$ cat config.mk
export PLATFORM = sky130hd
export DESIGN_NAME = dewc_top
export DESIGN_NICKNAME = d
export VERILOG_FILES = /design/src/hw/dewc_timer.v /design/src/hw/dewc_top.v
export VERILOG_INCLUDE_DIRS = /design/src /design/src/hw
export SDC_FILE = /design/constraint.sdc
export NUM_CORES = 2
export LEC_CHECK = 0
export ABC_AREA = 1
export ABC_CLOCK_PERIOD_IN_PS = 5300
export BUFFER_PORTS_ARGS = -buffer_cell sky130_fd_sc_hd__buf_4
export CORE_MARGIN = 2
export CORE_UTILIZATION = 30
export DETAILED_ROUTE_END_ITERATION = 6
export REMOVE_ABC_BUFFERS = 1
export SYNTH_ARGS = -nofsm -noshare
export SYNTH_HDL_FRONTEND = slang
export SYNTH_SLANG_ARGS = --single-unit
$ cat constraint.sdc
create_clock -name aclk -period 5.3 [get_ports aclk]
set_input_delay 1.06 -clock aclk [delete_from_list [all_inputs] [get_ports aclk]]
set_output_delay 1.06 -clock aclk [all_outputs]
set_load 0.005 [all_outputs]
$ cat src/hw/dewc_regs.vh
`ifndef DEWC_REGS_VH
`define DEWC_REGS_VH
// byte addresses on the axi4-lite slave
`define DEWC_ADDR_BYTE_ADDRESS 5'h00
`define DEWC_ADDR_BYTE_VALUE 5'h04
`define DEWC_ADDR_MEMORY_CONTROL 5'h08
`define DEWC_ADDR_UNLOCK_PORT 5'h0c
`define DEWC_ADDR_FLAGS_TWO 5'h10
`define DEWC_ADDR_ENABLE_TWO 5'h14
`define DEWC_ADDR_PRIORITY_TWO 5'h18
// memory_control fields
`define DEWC_MC_SPACE 7
`define DEWC_MC_CFG 6
`define DEWC_MC_FAULT 3
`define DEWC_MC_ALLOW 2
`define DEWC_MC_START 1
`define DEWC_MC_READ 0
// peripheral flag/enable/priority bit for write done
`define DEWC_DONE_BIT 4
// unlock keys
`define DEWC_KEY_FIRST 8'h55
`define DEWC_KEY_SECOND 8'haa
// timing
`define DEWC_CLK_MHZ 100
`define DEWC_WRITE_TIME_US 4000
`define DEWC_PWRT_TIME_US 65000
`define DEWC_RESET_ZERO 8'h00
`endif

$ cat src/hw/dewc_timer.v
`timescale 1ns/1ps
`default_nettype none
// one-shot down counter; busy while counting
module dewc_timer #(
	parameter integer COUNT = 16
) (
	input wire clk,
	input wire rst_n,
	input wire start,
	output wire busy,
	output reg done
);
	reg [31:0] cnt_q;
	assign busy = (cnt_q != 32'h0);
	always @(posedge clk) begin
		if (!rst_n) begin
			cnt_q <= 32'h0;
			done <= 1'b0;
		end else begin
			done <= 1'b0;
			if (start && !busy) begin
				cnt_q <= COUNT;
			end else if (busy) begin
				cnt_q <= cnt_q - 32'h1;
				if (cnt_q == 32'h1) begin
					done <= 1'b1;
				end
			end
		end
	end
endmodule // dewc_timer
`default_nettype wire

$ cat src/hw/dewc_top.v
`timescale 1ns/1ps
`default_nettype none
`include "dewc_regs.vh"
// Summary of operation
// RQ1: software loads address and data first
// RQ2: 55h, 0AAh, then start bit, exactly
// RQ3: software masks interrupts during unlock
// RQ4: start bit refused without write allow
// RQ5: hardware never clears write allow
// RQ6: software keeps write allow mostly clear
// RQ7: registers frozen during write cycle; code freezes only byte address, byte value and memory control
// RQ8: allow and start together never start
// RQ9: completion clears start, sets done flag
// RQ10: done flag sticky until software clears
// RQ11: code protect blocks external access
// RQ12: processor access ignores code protect
// RQ13: write allow cleared at power up
// RQ14: no writes during power-up timer
// RQ15: byte addressable, one byte per write
// RQ16: software verifies by reading back
// RQ17: read bit loads data next cycle
// RQ18: unlock port reads as zero
// RQ19: start bit reads one while writing
module dewc_top #(
	parameter integer WRITE_CYCLES =
		`DEWC_WRITE_TIME_US * `DEWC_CLK_MHZ,
	parameter integer PWRT_CYCLES = `DEWC_PWRT_TIME_US * `DEWC_CLK_MHZ
) (
	input wire aclk,
	input wire aresetn,
	input wire [4:0] s_axi_awaddr,
	input wire s_axi_awvalid,
	output reg s_axi_awready,
	input wire [31:0] s_axi_wdata,
	input wire [3:0] s_axi_wstrb,
	input wire s_axi_wvalid,
	output reg s_axi_wready,
	output reg [1:0] s_axi_bresp,
	output reg s_axi_bvalid,
	input wire s_axi_bready,
	input wire [4:0] s_axi_araddr,
	input wire s_axi_arvalid,
	output reg s_axi_arready,
	output reg [31:0] s_axi_rdata,
	output reg [1:0] s_axi_rresp,
	output reg s_axi_rvalid,
	input wire s_axi_rready,
	input wire code_protect,
	input wire ext_req,
	input wire ext_we,
	input wire [7:0] ext_addr,
	input wire [7:0] ext_wdata,
	output reg [7:0] ext_rdata,
	output reg ext_ack,
	output reg write_done_irq
);
	reg [7:0] mem [0:255];
	reg [7:0] byte_address_q, byte_value_q;
	reg space_q, cfg_q, fault_q, allow_q, start_q;
	reg done_flag_q, done_en_q, done_pri_q;
	reg [1:0] unlock_q;
	reg [4:0] waddr_q;
	reg [31:0] wdata_q;
	reg [3:0] wstrb_q;
	reg have_aw_q, have_w_q;
	reg cp_meta_q, cp_q, er_meta_q, er_q, er_prev_q;
	reg [16:0] ex_meta_q, ex_q;
	wire wr_busy, wr_fin, pwrt_busy;
	reg pwrt_go_q;
	// the write cycle, self-timed
	dewc_timer #(.COUNT(WRITE_CYCLES)) u_wr (
		.clk(aclk),
		.rst_n(aresetn),
		.start(start_q && !wr_busy && !wr_fin),
		.busy(wr_busy),
		.done(wr_fin)
	);
	dewc_timer #(.COUNT(PWRT_CYCLES)) u_pwrt (
		.clk(aclk),
		.rst_n(aresetn),
		.start(pwrt_go_q),
		.busy(pwrt_busy),
		.done()
	);
	wire do_write = have_aw_q && have_w_q && !s_axi_bvalid;
	wire wr_lane = wstrb_q[0];
	wire [7:0] wb = wdata_q[7:0];
	wire frozen = start_q; // [RQ7]
	// one access per rising request, so a slow release never repeats it
	wire ext_take = er_q && !er_prev_q;
	wire ext_wr = ext_take && ex_q[16] && !cp_q &&
		!wr_fin && !pwrt_busy;
	always @(posedge aclk) begin
		if (!aresetn) begin
			cp_meta_q <= 1'b0;
			cp_q <= 1'b0;
			er_meta_q <= 1'b0;
			er_q <= 1'b0;
			er_prev_q <= 1'b0;
			ex_meta_q <= 17'h0;
			ex_q <= 17'h0;
		end else begin
			cp_meta_q <= code_protect;
			cp_q <= cp_meta_q;
			er_meta_q <= ext_req;
			er_q <= er_meta_q;
			er_prev_q <= er_q;
			// held with the request, so it settles with it
			ex_meta_q <= {ext_we, ext_addr, ext_wdata};
			ex_q <= ex_meta_q;
		end
	end
	// axi write channel capture; either order accepted
	always @(posedge aclk) begin
		if (!aresetn) begin
			s_axi_awready <= 1'b0;
			s_axi_wready <= 1'b0;
			have_aw_q <= 1'b0;
			have_w_q <= 1'b0;
			waddr_q <= 5'h0;
			wdata_q <= 32'h0;
			wstrb_q <= 4'h0;
			s_axi_bvalid <= 1'b0;
			s_axi_bresp <= 2'b00;
		end else begin
			s_axi_awready <= !have_aw_q && !s_axi_awready && s_axi_awvalid;
			s_axi_wready <= !have_w_q && !s_axi_wready && s_axi_wvalid;
			if (s_axi_awvalid && s_axi_awready) begin
				have_aw_q <= 1'b1;
				waddr_q <= s_axi_awaddr;
			end
			if (s_axi_wvalid && s_axi_wready) begin
				have_w_q <= 1'b1;
				wdata_q <= s_axi_wdata;
				wstrb_q <= s_axi_wstrb;
			end
			if (do_write) begin
				have_aw_q <= 1'b0;
				have_w_q <= 1'b0;
				s_axi_bvalid <= 1'b1;
				s_axi_bresp <= (waddr_q <= `DEWC_ADDR_PRIORITY_TWO &&
					waddr_q[1:0] == 2'b00) ? 2'b00 : 2'b10;
			end else if (s_axi_bvalid && s_axi_bready) begin
				s_axi_bvalid <= 1'b0;
			end
		end
	end
	// register file and write engine
	always @(posedge aclk) begin
		if (!aresetn) begin
			byte_address_q <= `DEWC_RESET_ZERO;
			byte_value_q <= `DEWC_RESET_ZERO;
			space_q <= 1'b0;
			cfg_q <= 1'b0;
			fault_q <= 1'b0;
			allow_q <= 1'b0; // [RQ13]
			start_q <= 1'b0;
			done_flag_q <= 1'b0;
			done_en_q <= 1'b0;
			done_pri_q <= 1'b0;
			unlock_q <= 2'd0;
			pwrt_go_q <= 1'b1;
			write_done_irq <= 1'b0;
		end else begin
			pwrt_go_q <= 1'b0;
			if (wr_fin) begin
				mem[byte_address_q] <= byte_value_q; // [RQ15]
				start_q <= 1'b0; // [RQ9]
			end
			if (ext_wr)
				mem[ex_q[15:8]] <= ex_q[7:0]; // [RQ11] [RQ14]
			if (do_write && wr_lane) begin
				// any other write with byte lane 0 strobed breaks the unlock order
				unlock_q <= 2'd0; // [RQ2]
				case (waddr_q)
				`DEWC_ADDR_BYTE_ADDRESS: begin
					if (!frozen)
						byte_address_q <= wb;
				end
				`DEWC_ADDR_BYTE_VALUE: begin
					if (!frozen)
						byte_value_q <= wb;
				end
				`DEWC_ADDR_UNLOCK_PORT: begin
					if (wb == `DEWC_KEY_FIRST)
						unlock_q <= 2'd1;
					else if (wb == `DEWC_KEY_SECOND && unlock_q == 2'd1)
						unlock_q <= 2'd2; // [RQ2]
				end
				`DEWC_ADDR_MEMORY_CONTROL: begin
					if (!frozen) begin
						space_q <= wb[`DEWC_MC_SPACE];
						cfg_q <= wb[`DEWC_MC_CFG];
						fault_q <= wb[`DEWC_MC_FAULT] & fault_q;
						allow_q <= wb[`DEWC_MC_ALLOW]; // [RQ5]
						// old allow only, so a joint set fails
						if (wb[`DEWC_MC_START] && allow_q && // [RQ4] [RQ8]
							unlock_q == 2'd2 && !space_q && !cfg_q &&
							!pwrt_busy) // [RQ14] [RQ2]
							start_q <= 1'b1; // [RQ19]
						if (wb[`DEWC_MC_READ] && !space_q && !cfg_q)
							byte_value_q <= mem[byte_address_q]; // [RQ17]
					end
				end
				`DEWC_ADDR_FLAGS_TWO: begin
					// set wins over a clear in the same cycle
					done_flag_q <= wb[`DEWC_DONE_BIT] & done_flag_q; // [RQ10]
				end
				`DEWC_ADDR_ENABLE_TWO: done_en_q <= wb[`DEWC_DONE_BIT];
				`DEWC_ADDR_PRIORITY_TWO: done_pri_q <= wb[`DEWC_DONE_BIT];
				default: ;
				endcase
			end
			if (wr_fin)
				done_flag_q <= 1'b1; // [RQ9] [RQ10]
			write_done_irq <= done_flag_q && done_en_q;
		end
	end
	// external programming port, gated by protection
	always @(posedge aclk) begin
		if (!aresetn) begin
			ext_ack <= 1'b0;
			ext_rdata <= 8'h00;
		end else begin
			ext_ack <= ext_take;
			if (ext_take) begin
				if (cp_q) begin
					ext_rdata <= 8'h00; // [RQ11]
				end else if (!ex_q[16]) begin
					ext_rdata <= mem[ex_q[15:8]];
				end
			end
		end
	end
	// read channel; processor reads ignore protection
	always @(posedge aclk) begin
		if (!aresetn) begin
			s_axi_arready <= 1'b0;
			s_axi_rvalid <= 1'b0;
			s_axi_rdata <= 32'h0;
			s_axi_rresp <= 2'b00;
		end else begin
			s_axi_arready <= !s_axi_arready && !s_axi_rvalid &&
				s_axi_arvalid;
			if (s_axi_arvalid && s_axi_arready) begin
				s_axi_rvalid <= 1'b1;
				s_axi_rresp <= 2'b00;
				s_axi_rdata <= 32'h0;
				case (s_axi_araddr)
				`DEWC_ADDR_BYTE_ADDRESS:
					s_axi_rdata[7:0] <= byte_address_q;
				`DEWC_ADDR_BYTE_VALUE:
					s_axi_rdata[7:0] <= byte_value_q; // [RQ12]
				`DEWC_ADDR_MEMORY_CONTROL:
					s_axi_rdata[7:0] <= {space_q, cfg_q, 2'b00, fault_q,
						allow_q, start_q, 1'b0}; // [RQ19]
				`DEWC_ADDR_UNLOCK_PORT:
					s_axi_rdata[7:0] <= 8'h00; // [RQ18]
				`DEWC_ADDR_FLAGS_TWO:
					s_axi_rdata[`DEWC_DONE_BIT] <= done_flag_q;
				`DEWC_ADDR_ENABLE_TWO:
					s_axi_rdata[`DEWC_DONE_BIT] <= done_en_q;
				`DEWC_ADDR_PRIORITY_TWO:
					s_axi_rdata[`DEWC_DONE_BIT] <= done_pri_q;
				default:
					s_axi_rresp <= 2'b10;
				endcase
			end else if (s_axi_rvalid && s_axi_rready) begin
				s_axi_rvalid <= 1'b0;
			end
		end
	end
endmodule // dewc_top
`default_nettype wire

Yosys cells after proc, flatten, opt, wreduce, memory -nomap -nowiden
Memories as Yosys holds them, arrays and structs flattened. A register that Yosys moved wholly into a read port is not among the register bits.
Index checks and enable logic that the tools add are counted.
{"block": "classes", "order_cmp": 1, "add_sub_neg": 2, "n_reduce_logical": 72, "bitwise": 5, "eq_ne": 21, "muxes": 44}
{"cell": "8-bit 2-to-1 mux", "n": 10}
{"cell": "32-bit nonzero test", "n": 2}
{"cell": "32-bit by 1-bit subtractor with 32-bit output, second input constant", "n": 2}
{"cell": "23-bit 2-to-1 mux", "n": 2}
{"cell": "19-bit 2-to-1 mux", "n": 2}
{"cell": "1-bit logical AND", "n": 33}
{"cell": "32-bit by 1-bit equality test with 1-bit output, second input constant", "n": 1}
{"cell": "5-bit equality test, second input constant", "n": 6}
{"cell": "1-bit 2-to-1 mux", "n": 21}
{"cell": "5-bit by 4-bit equality test with 1-bit output, second input constant", "n": 4}
{"cell": "8-bit one-hot mux with 2 select lines", "n": 1}
{"cell": "1-bit logical NOT", "n": 14}
{"cell": "2-bit nonzero test", "n": 7}
{"cell": "4-bit one-hot mux with 3 select lines", "n": 1}
{"cell": "5-bit by 3-bit equality test with 1-bit output, second input constant", "n": 2}
{"cell": "5-bit logical NOT", "n": 2}
{"cell": "2-bit 2-to-1 mux", "n": 5}
{"cell": "3-bit one-hot mux with 3 select lines", "n": 1}
{"cell": "8-bit by 7-bit equality test with 1-bit output, second input constant", "n": 1}
{"cell": "8-bit equality test, second input constant", "n": 1}
{"cell": "2-bit != test, second input constant", "n": 4}
{"cell": "2-bit AND reduction", "n": 4}
{"cell": "8-bit OR reduction", "n": 1}
{"cell": "7-bit OR reduction", "n": 1}
{"cell": "other kinds (11)", "n": 17}
{"block": "totals", "ff_bits": 174, "n_memories": 1, "wordCells": 186, "mem_bits_rw": 2048}
{"memory": "mem", "words": 256, "word_bits": 8, "rd": 2, "rd_ports_with_merged_regs": 2, "write_ports": 1, "line": "dewc_top.v:57", "text": "reg [7:0] mem [0:255];"}

Longest topological paths before layout
{"block": "logic_depth", "word_depth": 11, "depth_mapped": 17, "mapped_depth_nobuf": 14}

Cells and area by module
Synthesis repeated with hierarchy kept, for this count alone.
{"block": "hier_totals", "cells_unflattened": 12534, "area_unflattened_um2": 111444.4}
{"module": "dewc_top", "seq_area_each_um2": 63801.2, "cells_per_inst": 11917, "area_per_inst_um2": 107494.3, "instances": 1}
{"module": "dewc_timer at u_wr", "seq_area_each_um2": 660.6, "cells_per_inst": 305, "area_per_inst_um2": 1990.7, "instances": 1}
{"module": "dewc_timer at u_pwrt", "seq_area_each_um2": 660.6, "cells_per_inst": 312, "area_per_inst_um2": 1959.4, "instances": 1}

Least setup slack after synthesis
No wires, ideal clock.
{"block": "synth_path", "path_kind": "input -> register", "startpoint": "input port aresetn", "endpoint": "memory mem[0][0] (data pin)", "slack_ns": 1.449, "stages": 3, "required_ns": 4.745, "setup_ns": 0.555, "t_arrival_ns": 3.296, "path_buffers": 1, "cell_sequence": "nand3_2 buf_4 mux2_2"}
{"block": "synth_between", "elab_chain_len": 4}
{"item": "start: declaration", "line": "dewc_top.v:30", "text": "input wire aresetn,"}
{"item": "1-bit 2-to-1 mux", "line": "dewc_top.v:150", "text": "if (!aresetn) begin"}
{"item": "1-bit 2-to-1 mux (implied by the code)", "line": "dewc_top.v:171", "text": "mem[ex_q[15:8]] <= ex_q[7:0];"}
{"item": "8-bit OR reduction (no line)"}
{"item": "8-bit 2-to-1 mux (no line)"}
{"item": "end: declaration", "line": "dewc_top.v:57"}
No other way between the ends.

Worst setup path in the final report
{"block": "layout_path", "startpoint": "register u_pwrt.cnt_q[0]", "endpoint": "memory mem[216][4] (enable)"}
{"block": "layout_between", "elab_chain_len": 8, "elab_cells_between_ends": 9, "classes_between": "5 x mux; 4 x reduce/logical"}
{"item": "start: declaration", "line": "dewc_timer.v:13", "text": "reg [31:0] cnt_q;"}
{"item": "start signal: assignment", "line": "dewc_timer.v:24", "text": "cnt_q <= cnt_q - 32'h1;"}
{"item": "32-bit nonzero test (*)", "line": "dewc_timer.v:14", "text": "assign busy = (cnt_q != 32'h0);"}
{"item": "1-bit logical NOT (*)", "line": "dewc_top.v:92", "text": "!wr_fin && !pwrt_busy;"}
{"item": "1-bit logical AND (*)", "line": "dewc_top.v:92"}
{"item": "1-bit 2-to-1 mux (*)", "line": "dewc_top.v:170", "text": "if (ext_wr)"}
{"item": "1-bit 2-to-1 mux (*)", "line": "dewc_top.v:150"}
{"item": "1-bit 2-to-1 mux (implied by the code) (*)", "line": "dewc_top.v:171"}
{"item": "8-bit OR reduction (no line)"}
{"item": "8-bit 2-to-1 mux (no line) or 1-bit 2-to-1 mux (tied branches)"}
Every way passes the cells marked *; elsewhere a longest branch is shown, timed or not.

==> results.txt <==
The flow ran to the end, but the final reports show violations. The checks that failed: design-rule violations. Proportion of netlist area held by the largest area contributor: 0.5617. The number of gates resized after CTS was 0. The initial core utilization came out at 0.3018.

The analysis attributes to net switching a power of 9708 uW. The tools report the total I/O pin count as 123. In this run the cell area of the synthesized design comes to 109500 um^2. In the routed layout, each cell is associated on average with a via count of 5.546.

Sequential cell area fraction in the yosys report: 0.5946. The largest total area in the synthesized netlist belongs to edfxtp_1. TritonCTS built the clock tree. In this run the core area contains 221 standard-cell rows. In this run, the number of DRC markers left after iteration 0 of detailed routing was 12650. The worst hold path belongs to the class in -> reg. The combinational share of power was 0.084.

nand2_1 is the most common cell in the netlist. The floorplan step defined a core boundary enclosing 362800 um^2. The routed design has 402500 um of wire. For the clock latency reported for the late side of the worst-skew pair, the log shows 950 ps. The worst register-to-register path begins at u_pwrt.cnt_q[0]$_SDFFE_PP0N_.

IR analysis of the VDD net gives a maximum drop of 0.0002730 V. The flip-flop cell with the highest count after synthesis is edfxtp_1. The upper clock frequency limit came out at 210.5 MHz. The clock passes through at most 4 buffers. The number of max-slew violations in the final report was 0; the switching part of the total power was 0.2465. The fraction of power consumed by sequential logic is 0.491. The number of setup violations in the final report was 0; the total half-perimeter wirelength after legalization and detailed placement was 236500 um.

Of all nets on the critical path, the largest fanout is 17. Ranked by total cell area, the synthesized netlist is headed by edfxtp_1, nand3_1, nand2_1, dfxtp_1, clkbuf_1. The tools report the data arrival time at the worst-slack endpoint as 5240 ps.

STA classifies the critical path endpoint as a flip-flop. In the routed design, unresolved DRC markers number 22. The first-pass detailed-route iteration total was 7; the hold path depth was 3. The floorplan step defined a die boundary enclosing 369800 um^2. After global routing the overflow that remains totals 0. The tools report the total power as 39390 uW. The die is 608.1 um tall.

The fraction of layout instances using a drive strength above 1 works out to 0.06512. The final cycle utilization of the critical path was 0.8962; the clock network fraction of design power was 0.425. The number of setup buffers added after CTS is 0. The run gives 12380 as the count of mapped cells out of synthesis.

Dividing total power by cell area gives a power density of 319.1 nW/um^2. Synthesis inferred 2228 register bits. For the pin with the worst max-slew slack, the measured transition is 1175 ps. The area added between synthesis and finish came out at 12.72%.

The run gives 0.04456 uW as the static leakage. Clock skew on the completed layout was measured at 87.20 ps. After detailed routing, the average wire length per cell comes to 23.66 um. The worst setup path is launched from a flip-flop. For this run, the number of Yosys warnings is 0. The run gives 87540 as the number of global-route vias before repair. At the end of routability-driven placement, the weighted congestion stood at 0.9477.

Clock edge transition at the registers on the reported setup and hold paths: 60 ps. The tools report the clock buffer count from CTS as 237. The count of nets left with antenna violations once routing finished came out at 0.

Tracing the worst setup path back leads to its startpoint at u_pwrt.cnt_q[0]$_SDFFE_PP0N_. The tree built by TritonCTS fans out to 2228 sinks. The synthesized design contains 2048 enable-type register cells. The number of cells traversed by the worst register-to-register path works out to 12. Launch point of the worst hold path: ext_addr[1]. The worst path needs 4750 ps of the cycle, external delays included. At the end of the flow, the number of nets in the layout was 12100. Ranked by instance count, the synthesized netlist is headed by nand2_1, nand3_1, edfxtp_1, clkbuf_1, nor2_1. Summing all flip-flop and latch instances after layout gives 65140 um^2. The multi-input combinational cells in the finished layout cover a total of 40270 um^2. The worst-case headroom to the max-slew limit came out at 0.2170. Setup repair after global routing left no endpoint under its margin. The worst setup path category was reg -> reg. The internal portion of the total power is 29680 uW. Library cell used as clock root buffer: clkbuf_16.

The clock tree synthesis step divided the H-tree into 4 levels. The tools report the total of fill cells in the finished design as 36610. The total routing usage reported by global routing is 0.2076. The run gives 45 as the count of different cell masters after synthesis. Number of failing hold endpoints at the final stage: 0. Summed over all failing endpoints, the final setup total negative slack is 0 ps. The number of I/O port buffers was 69; the number of maximum-capacitance violations was 0. The average size of a mapped cell came out at 8.846 um^2. For the global-route wire length before repair, the log shows 582000 um.

Maximum number of pins on one net before global-route repair: 155. The run gives 0 as the hold buffer count at cts. The horizontal die dimension is 608.1 um, and the async set or reset register ratio after synthesis is 0. The logs give 94340 for the total number of vias and 5790 ps for the critical path required time. The number of antenna violations at the first check in global routing is 15.
-- kinds of logic after synthesis --
logic type / synth area share
other: 0.00003425
AO/OA/AOI/OAI: 0.03396
adder cells (fa/ha/maj): 0.0004571
multiplexers: 0.0008229
flip-flops: 0.5946
AND/OR/NAND/NOR: 0.3275
XOR/XNOR: 0.002320
buffers and inverters: 0.04025
-- registers in the layout, indices dropped and copies added, names as in the netlist, 17 cells and up, named ones only --
signal and flops:
ex_meta_q 17, ex_q 17, mem 2048, u_pwrt.cnt_q 32, u_wr.cnt_q 32
-- worst max-delay path, cell delays in order, from the launching register on --
cell and delay, ps:
dfxtp_1 310, inv_1 90, ha_1 220, nand2_1 150, inv_1 130, nand4_1 120
nor2_2 220, nand3_2 420, o21ai_2 390, inv_1 110, nor2_1 630, nand2_1 650
nor2_1 920
-- power groups by stage --
stage,logic (uW),clock network [uW],registers (uW)
4_1_cts,3280,16800,19300
6_report,3320,16700,19300
5_1_grt,3700,17500,19400
2_1_floorplan,2390,0,19800
3_5_place_dp,3260,0,19700
3_3_place_gp,3270,0,19700
-- per-layer routing --
metal	global-route usage	wire (um)	part of all wire	vias to the layer above
li1	-	-	-	42290
met1	0.2644	152300	0.38	45150
met2	0.3279	182700	0.45	5722
met3	0.04595	44060	0.11	1157
met4	0.1121	23330	0.058	20
met5	0	121	0.00030	-
-- layout by cell type (no fill, tap or decap), types with 11 or more instances in the layout --
master      count
a21oi_1        88
buf_12         78
buf_4         281
bufinv_16      25
clkbuf_1       31
clkbuf_16     240
clkinv_1       56
clkinv_2       49
clkinvlp_4     14
conb_1         26
dfxtp_1       168
edfxtp_1     2048
inv_1         142
nand2_1      3834
nand2_2        11
nand3_1      3564
nand3_2        18
nand4_1        25
nor2_1        756
nor2_2         14
nor3_1         31
nor4_1         14
o21ai_0       390
o22ai_1       179
xnor2_1        12
xor2_1         17
-- worst paths after layout --
check	endpoint	slack, ps
hold reg to reg	ex_q[10]$_SDFF_PN0_	410
setup / recovery	mem[216][4]$_DFFE_PP_	550
setup reg to reg	mem[216][4]$_DFFE_PP_	550
hold / removal	ex_meta_q[9]$_SDFF_PN0_	340
-- stage by stage --
step	hold slack, ps	utilization	cell area [um^2]	instances	setup WS, ps
floorplan	390.0	-	105800	11420	-56020
global placement	402.1	0.3190	115700	16570	678.2
detailed placement	399.7	0.3190	115700	16570	628.4
CTS	306.5	0.3401	123400	17000	640.4
global route	333.4	0.3401	123400	17010	379.6
finish	344.2	0.3402	123400	17010	550.2
-- layout make-up --
cell class,count,share of cell area
tap,4794,0.04860
antenna,7,0.0001419
sequential,2228,0.5279
timing repair buffer,359,0.02975
clock inverter,156,0.01231
multi-input combinational,9035,0.3263
inverter,158,0.005272
clock buffer,273,0.04976
(Power assumes the default switching activity.)
